--- config.mk ---
export PLATFORM = sky130hd
export DESIGN_NAME = cosd_top
export DESIGN_NICKNAME = d
export VERILOG_FILES = /design/src/rtl/cosd_pkg.sv /design/src/rtl/cosd_top.sv
export SDC_FILE = /design/constraint.sdc
export NUM_CORES = 1
export LEC_CHECK = 0
export BUFFER_PORTS_ARGS = -buffer_cell sky130_fd_sc_hd__buf_2
export CELL_PAD_IN_SITES_DETAIL_PLACEMENT = 1
export CELL_PAD_IN_SITES_GLOBAL_PLACEMENT = 1
export CORE_ASPECT_RATIO = 1.4
export CORE_MARGIN = 1
export CORE_UTILIZATION = 42
export CTS_BUF_LIST = sky130_fd_sc_hd__clkbuf_2 sky130_fd_sc_hd__clkbuf_4 sky130_fd_sc_hd__clkbuf_8
export DETAILED_ROUTE_END_ITERATION = 12
export PLACE_DENSITY_LB_ADDON = 0.1
export SYNTH_ARGS = -nofsm -noshare
export SYNTH_HDL_FRONTEND = slang
export SYNTH_SLANG_ARGS = --single-unit
--- constraint.sdc ---
create_clock -name pclk -period 3.6 [get_ports pclk]
set_input_delay 0.72 -clock pclk [delete_from_list [all_inputs] [get_ports pclk]]
set_output_delay 0.72 -clock pclk [all_outputs]
set_load 0.01 [all_outputs]
--- src/rtl/cosd_pkg.sv ---
// Constants, register map and types of the clock output sync and delay block
// Behaviour
// RULE_01: A group with its exclusion bit set ignores sync and keeps running.
// RULE_02: New group-4 coarse delay is applied only at a sync event.
// RULE_03: Group-4 half-step bit changes the delay at once, no sync needed.
// RULE_04: While sync is requested, participating outputs are held low.
// RULE_05: On release, participating outputs rise together, offset only by programmed delays.
// RULE_06: Outputs run when sync pin equals polarity bit, held low when they differ.
// RULE_07: Toggling the polarity bit by a register write requests a sync.
// RULE_08: Auto sync: word four write syncs bank B, word five syncs both banks.
// RULE_09: Auto sync is registered 170 ns after latch enable falls.
// RULE_10: The requester holds a sync request longer than one clock cycle.
// RULE_11: Sync begins on the first rising clock edge after the request asserts.
// RULE_12: Outputs 0-11 go low 4.5 cycles later; group 4 5.5 when divided.
// RULE_13: Release is registered on the first rising edge after deassertion.
// RULE_14: Outputs 0-11 rise 5 cycles after release; group 4 too if undivided.
// RULE_15: Fixed offset power-down clear adds 5 more cycles for that group.
// RULE_16: Divided group 4 rises 6 cycles after release plus its digital delay.
// RULE_17: Relative delay equals coarse minus 5, minus a half when half-step set.
// RULE_18: Outputs 12 and 13 share one divider and one delay path.
// RULE_19: Later syncs resync non-excluded groups with current delays only.
// RULE_20: Qualification select 3 qualifies sync by an output clock transition.
// RULE_21: Only output 12 may serve as the qualifying clock.
// RULE_22: Host keeps bank B input clock stable before sync when divided.
// RULE_23: Qualified mode fires a 3-cycle off pulse 1.5 cycles after qualification.
// RULE_24: Host holds half-step equal to divide oddness during qualified sync.
package cosd_pkg;
	// ----------------------------------------------------------------
	// Register map
	// ----------------------------------------------------------------
	localparam logic [7:0] COSD_CTRL_OFS   = 8'h00;
	localparam logic [7:0] COSD_GROUP_OFS  = 8'h04;
	localparam logic [7:0] COSD_G4DLY_OFS  = 8'h08;
	localparam logic [7:0] COSD_G4DIV_OFS  = 8'h0c;
	localparam logic [7:0] COSD_STATUS_OFS = 8'h10;
	localparam int COSD_ADDR_W = 8;

	// Field positions
	localparam int COSD_CTRL_POL   = 0;
	localparam int COSD_CTRL_AUTO  = 1;
	localparam int COSD_CTRL_QUAL  = 2;
	localparam int COSD_CTRL_ADLY  = 4;
	localparam int COSD_GRP_EXCL   = 0;
	localparam int COSD_GRP_OFSPD  = 4;
	localparam int COSD_DLY_HS     = 16;
	localparam int COSD_ST_PART    = 4;
	localparam int COSD_ST_STATE   = 8;
	localparam int COSD_ST_REQ     = 14;
	localparam int COSD_ST_G4CLK   = 15;
	localparam int COSD_ST_REL     = 16;

	// Reset values
	localparam logic [2:0] COSD_OFSPD_RST  = 3'h3;
	localparam int         COSD_COARSE_RST = 5;
	localparam int         COSD_DIV_RST    = 1;

	// ----------------------------------------------------------------
	// Timing, in half distribution cycles unless noted (COSD_DDLY_BASE in whole cycles), then select, word, bank and state codes
	// ----------------------------------------------------------------
	localparam int COSD_LOW_STD_H   = 9;
	localparam int COSD_LOW_G4DIV_H = 11;
	localparam int COSD_RISE_STD_H  = 10;
	localparam int COSD_OFFSET_H    = 10;
	localparam int COSD_RISE_G4DIV_H = 12;
	localparam int COSD_DDLY_BASE   = 5;
	localparam int COSD_QUAL_DLY_H  = 3;
	localparam int COSD_QUAL_PULSE_H = 6;
	localparam int COSD_QUAL_SEL_ON = 3;
	localparam int COSD_WORD_B      = 4;
	localparam int COSD_WORD_AB     = 5;

	localparam int COSD_CLK_PERIOD_NS = 10;
	localparam int COSD_AUTO_DLY_NS   = 170;
	localparam int COSD_AUTO_DLY_CYC  =
		(COSD_AUTO_DLY_NS + COSD_CLK_PERIOD_NS - 1) / COSD_CLK_PERIOD_NS;
	localparam int COSD_AUTO_HOLD_CYC = 2;

	localparam logic [3:0] COSD_BANK_B   = 4'hc;
	localparam logic [3:0] COSD_BANK_ALL = 4'hf;

	typedef enum logic [5:0] {
		COSD_IDLE    = 6'h01,
		COSD_HOLD    = 6'h02,
		COSD_RELEASE = 6'h04,
		COSD_QWAIT   = 6'h08,
		COSD_QDLY    = 6'h10,
		COSD_QPULSE  = 6'h20
	} cosd_state_t;
endpackage

--- src/rtl/cosd_top.sv ---
// Sync and digital delay control of the clock output groups, APB slave
//
// Our own choices: the placing of the registers and register access over APB.
`timescale 1ns/1ns
`default_nettype none
module cosd_top import cosd_pkg::*; #(
	parameter int COARSE_W = 10,
	parameter int DIV_W    = 11
) (
	input  wire logic              pclk,
	input  wire logic              presetn,
	input  wire logic              psel,
	input  wire logic              penable,
	input  wire logic              pwrite,
	input  wire logic [31:0]       paddr,
	input  wire logic [31:0]       pwdata,
	output logic                   pready,
	output logic [31:0]            prdata,
	output logic                   pslverr,
	input  wire logic              sync_pin,
	input  wire logic              serial_latch_enable,
	input  wire logic [3:0]        serial_word_index,
	output logic [3:0]             group_run,
	output logic                   group4_clock
);
	localparam int CNT_W = COARSE_W + 3;

	// ----------------------------------------------------------------
	// Parameter checks
	// ----------------------------------------------------------------
	if (COARSE_W < 10 || COARSE_W > 16) begin : g_bad_coarse
		$error("COARSE_W must lie between 10 and 16");
	end
	if (DIV_W < 2 || DIV_W > 16) begin : g_bad_div
		$error("DIV_W must lie between 2 and 16");
	end

	// ----------------------------------------------------------------
	// State
	// ----------------------------------------------------------------
	typedef struct packed {
		logic [1:0]          pin_sq;
		logic [1:0]          le_sq;
		logic                le_prev;
		logic [3:0]          word_s1;
		logic [3:0]          word_s2;
		logic                pol;
		logic                auto_en;
		logic [1:0]          qual_sel;
		logic                adly_sel;
		logic [3:0]          excl;
		logic [2:0]          ofspd;
		logic [COARSE_W-1:0] coarse;
		logic [COARSE_W-1:0] coarse_apl;
		logic                hs;
		logic [DIV_W-1:0]    div;
		logic                req;
		logic [3:0]          part;
		logic [3:0]          run;
		cosd_state_t         state;
		logic [CNT_W-1:0]    cnt;
		logic [DIV_W-1:0]    div_cnt;
		logic                g4_clk;
		logic [4:0]          auto_cnt;
		logic [1:0]          auto_hold;
		logic [3:0]          auto_mask;
		logic [31:0]         prdata;
		logic                pslverr;
	} cosd_regs_t;

	cosd_regs_t s_q;
	cosd_regs_t s_d;

	logic              req_now;
	logic              start_ev;
	logic              release_ev;
	logic              le_fall;
	logic              wr_en;
	logic              mapped;
	logic [3:0]        bank_mask;
	logic [3:0]        low_hit;
	logic [3:0]        rise_hit;
	logic [CNT_W-1:0]  cnt_next;
	logic [CNT_W-1:0]  g4_low_t;
	logic [CNT_W-1:0]  g4_rise_t;
	logic [11:0]       rel_delay;
	logic [31:0]       rd_mux;
	logic [7:0]        addr;

	assign addr   = paddr[COSD_ADDR_W-1:0];
	assign pready = 1'b1;
	assign mapped = (addr == COSD_CTRL_OFS) || (addr == COSD_GROUP_OFS)
		|| (addr == COSD_G4DLY_OFS) || (addr == COSD_G4DIV_OFS)
		|| (addr == COSD_STATUS_OFS);
	assign wr_en  = psel && penable && pwrite && mapped;

	// ----------------------------------------------------------------
	// Request sources
	// ----------------------------------------------------------------
	// RULE_06 RULE_07 pin against polarity
	assign req_now   = (s_q.pin_sq[1] != s_q.pol) || (s_q.auto_hold != 2'h0);
	assign bank_mask = (s_q.pin_sq[1] != s_q.pol) ? COSD_BANK_ALL : s_q.auto_mask;
	// RULE_11 RULE_13 registering edges
	assign start_ev   = req_now && !s_q.req;
	assign release_ev = !req_now && s_q.req;
	assign le_fall    = s_q.le_prev && !s_q.le_sq[1];

	// ----------------------------------------------------------------
	// Delay arithmetic
	// ----------------------------------------------------------------
	// RULE_17 half-cycle relative delay
	assign rel_delay = 12'(({s_q.coarse_apl, 1'b0}) - {11'h000, s_q.hs}
		- 12'(2 * COSD_DDLY_BASE));
	// RULE_18 one timing path for outputs 12 and 13
	assign g4_low_t = (s_q.div > DIV_W'(1)) ? CNT_W'(COSD_LOW_G4DIV_H)
		: CNT_W'(COSD_LOW_STD_H);
	// RULE_16 divided group 4 adds its delay
	assign g4_rise_t = (s_q.div > DIV_W'(1))
		? CNT_W'(COSD_RISE_G4DIV_H) + {s_q.coarse_apl, 1'b0} - CNT_W'(s_q.hs)
		: CNT_W'(COSD_RISE_STD_H);
	assign cnt_next = (&s_q.cnt) ? s_q.cnt : s_q.cnt + CNT_W'(2);

	// RULE_12 RULE_14 RULE_15 per-group thresholds
	always_comb begin
		for (int g = 0; g < 3; g++) begin
			low_hit[g]  = cnt_next >= CNT_W'(COSD_LOW_STD_H);
			rise_hit[g] = cnt_next >= (s_q.ofspd[g] ? CNT_W'(COSD_RISE_STD_H)
				: CNT_W'(COSD_RISE_STD_H + COSD_OFFSET_H));
		end
		low_hit[3]  = cnt_next >= g4_low_t;
		rise_hit[3] = cnt_next >= g4_rise_t;
	end

	always_comb begin
		rd_mux = 32'h0000_0000;
		case (addr)
			COSD_CTRL_OFS: begin
				rd_mux[COSD_CTRL_POL]        = s_q.pol;
				rd_mux[COSD_CTRL_AUTO]       = s_q.auto_en;
				rd_mux[COSD_CTRL_QUAL +: 2]  = s_q.qual_sel;
				rd_mux[COSD_CTRL_ADLY]       = s_q.adly_sel;
			end
			COSD_GROUP_OFS: begin
				rd_mux[COSD_GRP_EXCL +: 4]   = s_q.excl;
				rd_mux[COSD_GRP_OFSPD +: 3]  = s_q.ofspd;
			end
			COSD_G4DLY_OFS: begin
				rd_mux[COARSE_W-1:0]         = s_q.coarse;
				rd_mux[COSD_DLY_HS]          = s_q.hs;
			end
			COSD_G4DIV_OFS: begin
				rd_mux[DIV_W-1:0]            = s_q.div;
			end
			COSD_STATUS_OFS: begin
				rd_mux[3:0]                  = s_q.run;
				rd_mux[COSD_ST_PART +: 4]    = s_q.part;
				rd_mux[COSD_ST_STATE +: 6]   = s_q.state;
				rd_mux[COSD_ST_REQ]          = s_q.req;
				rd_mux[COSD_ST_G4CLK]        = s_q.g4_clk;
				rd_mux[COSD_ST_REL +: 12]    = rel_delay;
			end
			default: begin
				rd_mux = 32'h0000_0000;
			end
		endcase
	end

	// ----------------------------------------------------------------
	// Next state
	// ----------------------------------------------------------------
	always_comb begin
		s_d = s_q;
		s_d.pin_sq  = {s_q.pin_sq[0], sync_pin};
		s_d.le_sq   = {s_q.le_sq[0], serial_latch_enable};
		s_d.le_prev = s_q.le_sq[1];
		s_d.word_s1 = serial_word_index;
		s_d.word_s2 = s_q.word_s1;
		s_d.req     = req_now;
		s_d.cnt     = cnt_next;

		// Bus reads answer in the access phase from a registered word
		if (psel && !penable) begin
			s_d.prdata  = rd_mux;
			s_d.pslverr = !mapped;
		end
		if (wr_en) begin
			case (addr)
				COSD_CTRL_OFS: begin
					// RULE_07 polarity write may raise a request
					s_d.pol      = pwdata[COSD_CTRL_POL];
					s_d.auto_en  = pwdata[COSD_CTRL_AUTO];
					s_d.qual_sel = pwdata[COSD_CTRL_QUAL +: 2];
					s_d.adly_sel = pwdata[COSD_CTRL_ADLY];
				end
				COSD_GROUP_OFS: begin
					s_d.excl  = pwdata[COSD_GRP_EXCL +: 4];
					s_d.ofspd = pwdata[COSD_GRP_OFSPD +: 3];
				end
				COSD_G4DLY_OFS: begin
					// RULE_02 stored only, applied at sync
					s_d.coarse = pwdata[COARSE_W-1:0];
					// RULE_03 half step acts at once
					s_d.hs     = pwdata[COSD_DLY_HS];
				end
				COSD_G4DIV_OFS: begin
					s_d.div = (pwdata[DIV_W-1:0] == '0) ? DIV_W'(1) : pwdata[DIV_W-1:0];
				end
				default: begin
					s_d.div = s_q.div;
				end
			endcase
		end

		// RULE_08 RULE_09 automatic request after latch enable falls
		if (s_q.auto_cnt == 5'h01) begin
			s_d.auto_hold = 2'(COSD_AUTO_HOLD_CYC);
		end else if (s_q.auto_hold != 2'h0) begin
			s_d.auto_hold = s_q.auto_hold - 2'h1;
		end
		if (s_q.auto_cnt != 5'h00) begin
			s_d.auto_cnt = s_q.auto_cnt - 5'h01;
		end
		if (le_fall && s_q.auto_en) begin
			if (s_q.word_s2 == 4'(COSD_WORD_B)) begin
				s_d.auto_cnt  = 5'(COSD_AUTO_DLY_CYC);
				s_d.auto_mask = COSD_BANK_B;
			end else if (s_q.word_s2 == 4'(COSD_WORD_AB)) begin
				s_d.auto_cnt  = 5'(COSD_AUTO_DLY_CYC);
				s_d.auto_mask = COSD_BANK_ALL;
			end
		end

		// RULE_18 shared group 4 divider, restarts with the outputs
		if (!s_q.run[3] || s_q.div_cnt >= s_q.div - DIV_W'(1)) begin
			s_d.div_cnt = '0;
		end else begin
			s_d.div_cnt = s_q.div_cnt + DIV_W'(1);
		end
		s_d.g4_clk = s_q.run[3] && ((s_q.div == DIV_W'(1))
			|| (s_d.div_cnt < (s_q.div >> 1)));

		case (s_q.state)
			COSD_IDLE: begin
				s_d.run = 4'hf;
			end
			COSD_HOLD: begin
				// RULE_04 RULE_12 participants fall and stay low
				s_d.run = s_q.run & ~(s_q.part & low_hit);
				// A short request still pulls every participant low first
				if (!req_now && &(~s_d.run | ~s_q.part)) begin
					s_d.state = COSD_RELEASE;
					s_d.cnt   = '0;
				end
			end
			COSD_RELEASE: begin
				// RULE_05 RULE_14 RULE_15 RULE_16 aligned rise
				s_d.run = s_q.run | (s_q.part & rise_hit);
				if (&(s_d.run | ~s_q.part)) begin
					s_d.state = COSD_IDLE;
				end
			end
			COSD_QWAIT: begin
				// RULE_21 output 12 qualifies on its falling edge
				if (!req_now) begin
					s_d.state = COSD_IDLE;
				end else if (s_q.g4_clk && !s_d.g4_clk) begin
					s_d.state = COSD_QDLY;
					s_d.cnt   = '0;
				end
			end
			COSD_QDLY: begin
				// RULE_23 one-shot starts after the qualification delay
				if (cnt_next >= CNT_W'(COSD_QUAL_DLY_H)) begin
					s_d.state = COSD_QPULSE;
					s_d.cnt   = '0;
					s_d.run   = s_q.run & ~s_q.part;
				end
			end
			COSD_QPULSE: begin
				if (cnt_next >= CNT_W'(COSD_QUAL_PULSE_H)) begin
					s_d.state = COSD_IDLE;
					s_d.run   = 4'hf;
				end
			end
			default: begin
				s_d.state = COSD_IDLE;
			end
		endcase

		// RULE_11 RULE_19 RULE_20 start latches delay and participants
		if (start_ev) begin
			// RULE_01 excluded groups never take part
			s_d.part       = ~s_q.excl & bank_mask;
			// RULE_02 coarse delay applied here
			s_d.coarse_apl = s_q.coarse;
			s_d.cnt        = '0;
			s_d.state      = (s_q.qual_sel == 2'(COSD_QUAL_SEL_ON)) ? COSD_QWAIT : COSD_HOLD;
			if (s_q.state == COSD_RELEASE || s_q.state == COSD_HOLD) begin
				s_d.run = s_q.run;
			end else begin
				s_d.run = 4'hf;
			end
		end
	end

	always_ff @(posedge pclk or negedge presetn) begin
		if (!presetn) begin
			s_q            <= '0;
			s_q.pol        <= 1'b0;
			s_q.ofspd      <= COSD_OFSPD_RST;
			s_q.coarse     <= COARSE_W'(COSD_COARSE_RST);
			s_q.coarse_apl <= COARSE_W'(COSD_COARSE_RST);
			s_q.div        <= DIV_W'(COSD_DIV_RST);
			s_q.run        <= 4'hf;
			s_q.state      <= COSD_IDLE;
		end else begin
			s_q <= s_d;
		end
	end

	assign prdata       = s_q.prdata;
	assign pslverr      = s_q.pslverr;
	assign group_run    = s_q.run;
	assign group4_clock = s_q.g4_clk;
endmodule // cosd_top
`default_nettype wire

# After elaboration in Yosys (flattened, before gate mapping)
# Index checks and enable logic that the tools add are counted.
# classes
muxes	37
n_lt_le_gt_ge	11
n_addsub	9
bitwise	12
n_reduce_logical	42
n_eq_ne	23
# op_table
op	n
$mux 23	2
$mux 5	8
$ge 13x5->1	3
$mux 13	3
$pmux 13 s3	1
$mux 19	2
$pmux 6 s6	1
$mux 11	3
$pmux 5 s5	1
$and 4x4->4	5
$mux 4	5
$pmux 4 s5	1
$eq 8x4->1 const B	2
$not 4->4	4
$add 13x2->13 const B	1
$ge 13x13->1	1
$ge 13x2->1 const B	1
$ge 13x3->1 const B	1
$ge 13x4->1	1
$ge 13x4->1 const B	1
$reduce_and 13->1	1
$sub 12x1->13	1
$add 4x11->12 const A	1
$mux 6	2
42 further kinds	82
# word_totals
elab_cells	161
output_inout_bits	39
register_bits	137

# Logic depth before layout (Yosys ltp)
# Gate-level depths: netlist of the first run.
# depth
ltp_word	13
depth_mapped	20

# Worst setup path before layout of the first run
# Ideal clock, no wire load.
# synth_path
path_type	reg-to-reg
startpoint	register s_q[86] (netlist name)
endpoint	register s_q[60] (netlist name)
setup_ns	0.069
path_stages_with_launch	19
arrival_time_ns	3.782
setup_slack_ns	-0.251
n_path_buf	1
cell_sequence	dfrtp_1 nor4_4 and4_1 nand2_1 xnor2_1 ha_1 a2111oi_0 o21ai_1 clkbuf_1 nor2_1 ha_1 a21oi_1 nor2_1 a211oi_1 o21a_1 o221ai_1 a21oi_2 nand2b_1 and3_1
# synth_lines
element	line	source
start, declared	cosd_top.sv:71	cosd_regs_t s_q;

==> reports/summary.txt, run 1 <==
CTS max path bufs - 2
Final Util - 51.6%
largest family of logic cells by synthesized area - simple AND/OR/NAND/NOR gates
setup slack after layout - -0.450 ns
Initial DRC Count - 197
failing checks - negative setup slack
register area - 3370 um^2
Setup Crit Path Kind - register to register
Worst Path Arrival - 4.45 ns
largest net degree at the start of global routing - 71
relative max-transition margin - 31.8%
Seq pwr share - 35.0%
min cycle time layout - 4.05 ns
per-cell routed wire length - 20.2 um
Peak VDD IR - 292 uV
drc violations - 0
core area - 19,400 um^2
Worst Reg-to-Reg Cells - 22
Min-Delay Path Class - primary input to async pin
antenna cell count - 0
clock tree skew after final layout - 0.0163 ns
Initial Utilization - 43.3%
Hold Vio Cnt, Final - 0
area of the multi-input gates - 4830 um^2
Post-DP HPWL - 18,800 um
initial antenna violation count - 0
Area after DPL - 9200 um^2
Skew-Pair Late Insertion Delay - 0.47 ns
sw frac - 41.8%
fin area - 10,000 um^2
Internal Dissipation - 3.14 mW
RSZ-0062 raised after global routing - yes
Final ANT Viol Nets - 0
fill cell count - 2,213
# rows - 60
Syn Area/Cell - 9.80 um^2
FMAX - 247 MHz
r2r setup slk - -0.45 ns
CTS root buf - clkbuf_8
Die ar. - 20,600 um^2
global-route wire length before repair - 39,500 um
Syn Inst Count - 859
number of synthesized flops with an enable pin - 0
CP required - 4.00 ns
Gate power share - 40.6%
DIE HEIGHT - 170 um
simple-gate share of the synthesized area - 16.7%
cts bufs inserted - 17
Static Leak - 4.71 nW
RD Place Congestion - 0.872
dpl cells - 1,171
Area Growth Syn to Fin - 19.3%
grt total ovfl - 0
setup TNS - -5.78 ns
CP endpoint kind - register
endpoints failing setup - 15
switching power of the nets - 2.25 mW
Primary FF master, synth - dfrtp_1
Worst-Margin Slew - 1.02 ns
htree depth - 4
Critical R2R Capture - s_q[62]
TritonCTS Sinks - 134
Port Buffers - 64
Tot GR Track Use - 25.4%
Min Hold Slack - 0.251 ns
YS warnings - 0
outcome - complete, but fails checks
max-cap violation count - 0
fin crit share - 113%
Post-Synth XOR/XNOR Area - 5.59%
via count - 6,725
Layout Cells excl Fill - 1,215
Synth async-reset ratio - 100%
Clk network pwr share - 24.3%
CTS tree - yes
Seq/Total Area, Yosys - 40.0%
Synth Area in Compound Gates - 14.5%
CTS clock-pin slew for the worst setup and hold paths - 0.10 ns
Final nets - 1,104
crit path max fanout - 9
Netlist cell types - 87
share of cells above drive strength 1 - 31.4%
WL final - 24,500 um
count of pins over their slew limit - 0
Startpoint Class - register
num ports - 114
DRT Pass-1 Iters - 4
cell area after synthesis - 8420 um^2
Critical R2R Launch - s_q[88]
number of global-route vias before repair - 7,470
Yosys reg bits - 134
Die Span X - 122 um
Cell Pwr Density - 537 nW/um^2
Vias per Instance - 5.53
PnR Total Power - 5.39 mW
DP Worst Slack - -0.783 ns
mux contribution to synthesized area - 4.43%
Post-Synth Adder-Cell Area - 11.2%
==> how the worst max path moves through the flow <==
stage | from | endpoint | slack [ns] | depth (start not counted)
5_1_grt | s_q[88] | s_q[65] | -0.67 | 22
2_1_floorplan | s_q[87] | s_q[60] | -0.05 | 20
4_1_cts | s_q[86] | s_q[59] | -0.50 | 19
3_3_place_gp | s_q[88] | s_q[57] | -0.47 | 18
3_5_place_dp | s_q[88] | s_q[59] | -0.78 | 19
6_report | s_q[88] | s_q[62] | -0.45 | 22
==> critical path, stage by stage, from the launching register on <==
cell and delay [ns]:
dfrtp_1 0.42, nor4_4 0.34, buf_4 0.20, nand3_2 0.09, xnor2_1 0.14, ha_1 0.31
a21oi_2 0.16, nor2_2 0.07, a2111oi_4 0.21, o21ai_2 0.12, buf_6 0.17, buf_6 0.12
nor2_4 0.10, ha_4 0.21, nand2_1 0.05, nor2_1 0.04, a211oi_1 0.22, o21a_1 0.22
o221ai_4 0.15, a21oi_4 0.25, o21ai_4 0.09, buf_12 0.16, nor2b_2 0.11
==> cells by family (layout without fill, tap and decap cells) <==
logic type	Yosys count	in the layout
xor gates and xnor gates	52	52
and+or+nand+nor	264	264
other	2	5
AOI/OAI and AO/OA	184	184
buffers and inverters	115	220
adders and majority gates	75	75
DFF	134	134
muxes	33	33
==> synthesized netlist by cell type, types with 3 or more instances <==
cell type	instances	area share, %
mux2_2	22	2.9
clkbuf_1	15	0.67
dfrtp_1	122	36
o31ai_1	10	0.89
a21oi_2	3	0.31
buf_4	38	3.4
nor2b_2	7	0.73
and3_1	9	0.67
ha_1	74	11
and2_1	3	0.22
a2111oi_0	3	0.31
inv_1	50	2.2
nand2b_1	11	0.82
a21oi_1	32	1.9
buf_2	7	0.42
nor3_1	15	0.89
nand3_1	19	1.1
nand4_1	11	0.82
xnor2_1	36	3.7
nand2_1	99	4.4
a31oi_1	6	0.45
o21bai_1	4	0.36
and4_1	5	0.52
a32o_1	4	0.48
nor2_1	44	2.0
a211oi_1	8	0.71
dfstp_2	12	3.7
or3_1	7	0.52
a22oi_1	7	0.62
nor4_1	6	0.45
mux2i_1	8	0.95
a22o_1	3	0.31
xor2_1	14	1.5
o21ai_0	66	3.9
a21o_1	7	0.62
o21a_1	3	0.27
nor3b_1	3	0.27
clkbuf_8	3	0.49
o21ai_1	3	0.18
nor2b_1	3	0.22
==> layout by cell type (no fill, tap or decap), types with 16 or more instances in the layout <==
cell | netlist | final
nand3_1 | 19 | 16
nand2_1 | 99 | 98
buf_4 | 38 | 68
a21oi_1 | 32 | 24
nor2_1 | 44 | 32
dfrtp_1 | 122 | 122
clkbuf_8 | 3 | 17
inv_1 | 50 | 49
xnor2_1 | 36 | 34
mux2_2 | 22 | 22
buf_2 | 7 | 63
ha_1 | 74 | 65
o21ai_0 | 66 | 61
==> layer usage <==
layer	track usage (%)	up-vias	share of wire, %
li1	-	3167	-
met1	26.6	3359	38
met2	48.4	139	56
met3	3.73	60	2.2
met4	12.3	0	4.0
met5	0	-	0
==> repair_timing <==
action,4_1_cts,5_1_grt
pin swaps,23,30
hold buffers,0,0
endpoints found under the setup margin,18,18
buffers inserted,10,3
gates resized for setup,33,33
==> flip-flops by register name, indices dropped and copies added (netlist names) <==
name / flops
group_run: 4
group4_clock: 1
s_d: 7
prdata: 28
s_q: 93
pslverr: 1
==> cell type report <==
type | count | area share [%]
multi-input cells | 613 | 48.2
well taps | 248 | 3.09
inverters | 50 | 1.87
clock buffers | 17 | 2.33
repair buffers | 138 | 9.19
clock inverters | 15 | 1.80
flip-flops and latches | 134 | 33.6
==> power by group through the flow <==
stage	Clock [mW]	Combinational, mW	Sequential (mW)
detailed placement	0	1.99	1.91
global route	1.40	2.41	1.91
finish	1.31	2.19	1.89
floorplan	0	1.39	1.85
global placement	0	1.85	1.90
CTS	1.35	2.07	1.89
Note: power is estimated with default switching activity, not from simulation.
==> run 2: changes to the inputs <==
PLACE_DENSITY = 0.75   (was not set)
PLACE_DENSITY_LB_ADDON = not set   (was 0.1)
==> run 2 against run 1 <==
The flow still finishes with violations (negative setup slack); critical path depth is 4 lower; sequential share of layout area up 0.50 points; count of clock-buffer cells in the layout stayed put; setup slack gained 0.039 ns; largest power group unchanged; die area unchanged.
==> reports/summary.txt, run 2 (synthesis gave the netlist of run 1 again) <==
RD Place Congestion - 0.867 (was 0.872)
Area Growth Syn to Fin - 17.5% (was 19.3%)
core area - 19,400 um^2 (unchanged)
crit path max fanout - 6 (was 9)
max-cap violation count - 0 (unchanged)
Tot GR Track Use - 24.4% (was 25.4%)
# rows - 60 (unchanged)
PnR Total Power - 5.36 mW (was 5.39 mW)
relative max-transition margin - 40.0% (was 31.8%)
Setup Crit Path Kind - register to register (unchanged)
per-cell routed wire length - 19.6 um (was 20.2 um)
DP Worst Slack - -0.510 ns (was -0.783 ns)
max FFs per register - 93 (unchanged)
via count - 6,720 (was 6,725)
count of pins over their slew limit - 0 (unchanged)
Vias per Instance - 5.57 (was 5.53)
hold_buf cts - 0 (unchanged)
M2 GR Usage - 44.9% (was 48.4%)
WL final - 23,600 um (was 24,500 um)
FMAX - 249 MHz (was 247 MHz)
RSZ-0062 raised after global routing - yes (unchanged)
Worst Path Arrival - 4.37 ns (was 4.45 ns)
htree depth - 4 (unchanged)
DRT Pass-1 Iters - 4 (unchanged)
endpoints failing setup - 17 (was 15)
Skew-Pair Late Insertion Delay - 0.47 ns (about the same)
grt met3 use - 3.26% (was 3.73%)
min cycle time layout - 4.01 ns (was 4.05 ns)
CTS root buf - clkbuf_8 (unchanged)
Die ar. - 20,600 um^2 (unchanged)
share of cells above drive strength 1 - 29.3% (was 31.4%)
M1 GR Usage - 26.1% (was 26.6%)
CP required - 3.96 ns (was 4.00 ns)
DIE HEIGHT - 170 um (unchanged)
num ports - 114 (unchanged)
CP endpoint kind - register (unchanged)
CTS tree - yes (unchanged)
clock tree skew after final layout - 0.0158 ns (was 0.0163 ns)
Hold Vio Cnt, Final - 0 (unchanged)
number of global-route vias before repair - 7,321 (was 7,470)
Startpoint Class - register (unchanged)
CTS clock-pin slew for the worst setup and hold paths - 0.09 ns (was 0.10 ns)
Min-Delay Path Class - primary input to async pin (unchanged)
Initial Utilization - 43.3% (unchanged)
Post-DP HPWL - 17,700 um (was 18,800 um)
fin crit share - 111% (was 113%)
global-route wire length before repair - 38,000 um (was 39,500 um)
Final nets - 1,096 (was 1,104)
most common cell after layout, fill and taps aside - dfrtp_1 (unchanged)
antenna cell count - 0 (unchanged)
Top Usage Layer GRT - met2 (unchanged)
drc violations - 0 (unchanged)
Die Span X - 122 um (unchanged)
cts bufs inserted - 17 (unchanged)
Area after DPL - 9130 um^2 (was 9200 um^2)
failing checks - negative setup slack (unchanged)
initial antenna violation count - 0 (unchanged)
commonest non-fill, non-tap cells in the layout - dfrtp_1, nand2_1, ha_1 (was dfrtp_1, nand2_1, buf_4)
largest net degree at the start of global routing - 78 (was 71)
CTS max path bufs - 2 (unchanged)
grt total ovfl - 0 (unchanged)
fin area - 9890 um^2 (was 10,000 um^2)
Initial DRC Count - 226 (was 197)
Final ANT Viol Nets - 0 (unchanged)
Top reg by flops - s_q (unchanged)
Worst-Margin Slew - 0.901 ns (was 1.02 ns)
outcome - complete, but fails checks (unchanged)
Static Leak - 4.63 nW (was 4.71 nW)
TritonCTS Sinks - 134 (unchanged)
setup slack after layout - -0.411 ns (was -0.450 ns)
Cell Pwr Density - 542 nW/um^2 (was 537 nW/um^2)
Peak VDD IR - 330 uV (was 292 uV)
Port Buffers - 64 (unchanged)
## run 2: timing repair
action	in CTS	in global routing
resized for setup	24	26
buffers inserted	8	5
pin swaps	10	11
endpoints found under the hold margin	0	0
endpoints found under the setup margin	18	18
cloned	1	0
## run 2: worst max-delay path, cell delays in order, from the launching register on
cell and delay [ns]:
dfrtp_1 0.42, nor4_4 0.31, buf_4 0.19, nand2_2 0.06, xnor2_1 0.13, ha_1 0.30
nand4_1 0.10, o311a_1 0.36, o21ai_4 0.26, buf_8 0.19, nor2_2 0.06, ha_1 0.31
nand3_2 0.10, o31a_1 0.32, o221ai_4 0.27, a21oi_4 0.12, o21ai_4 0.19, buf_6 0.16
nor2b_2 0.05
## run 2: through the flow
| step | std cells | TNS, ns | hold slack [ns] | util [%] |
|---|---|---|---|---|
| final | 1207 | -5.46 | 0.275 | 50.9 |
| after global routing | 1207 | -8.77 | 0.310 | 50.9 |
| after CTS | 1203 | -5.52 | 0.284 | 50.2 |
| after detailed placement | 1162 | -7.49 | 0.336 | 47.0 |
| after global placement | 1162 | -5.72 | 0.333 | 47.0 |
| after floorplan | 862 | -0.547 | 0.331 | - |
## run 2: path summary, 6_finish.rpt
kind	cells past startpoint	startpoint	slack (ns)	endpoint
max	18	s_q[88]	-0.41	s_q[66]
min	1	presetn	0.28	prdata[18]
max reg2reg	18	s_q[88]	-0.41	s_q[66]
min reg2reg	0	s_d[138]	0.36	s_d[136]
max in group asynchronous	2	presetn	2.48	s_q[117]
min in group pclk	1	serial_word_index[1]	0.35	s_d[129]
## run 2: cell type report
class,instances,area [um^2]
clock inverter,15,186
tap,248,310
multi-input combinational,613,4740
sequential,134,3370
timing repair buffer,130,861
fill,2237,9550
clock buffer,17,234
inverter,50,188
## run 2: routing by layer
| layer | routed length [um] | share of wire [%] | vias to the layer above |
|---|---|---|---|
| met5 | 0 | 0 | - |
| met4 | 1310 | 5.6 | 0 |
| met3 | 491 | 2.1 | 74 |
| met2 | 12700 | 54 | 132 |
| met1 | 9050 | 38 | 3356 |
| li1 | - | - | 3158 |
## run 2: power by group
part,total [mW],internal (mW),switching (mW)
clock network,1.33,0.592,0.737
logic,2.13,0.884,1.24
registers,1.91,1.68,0.220
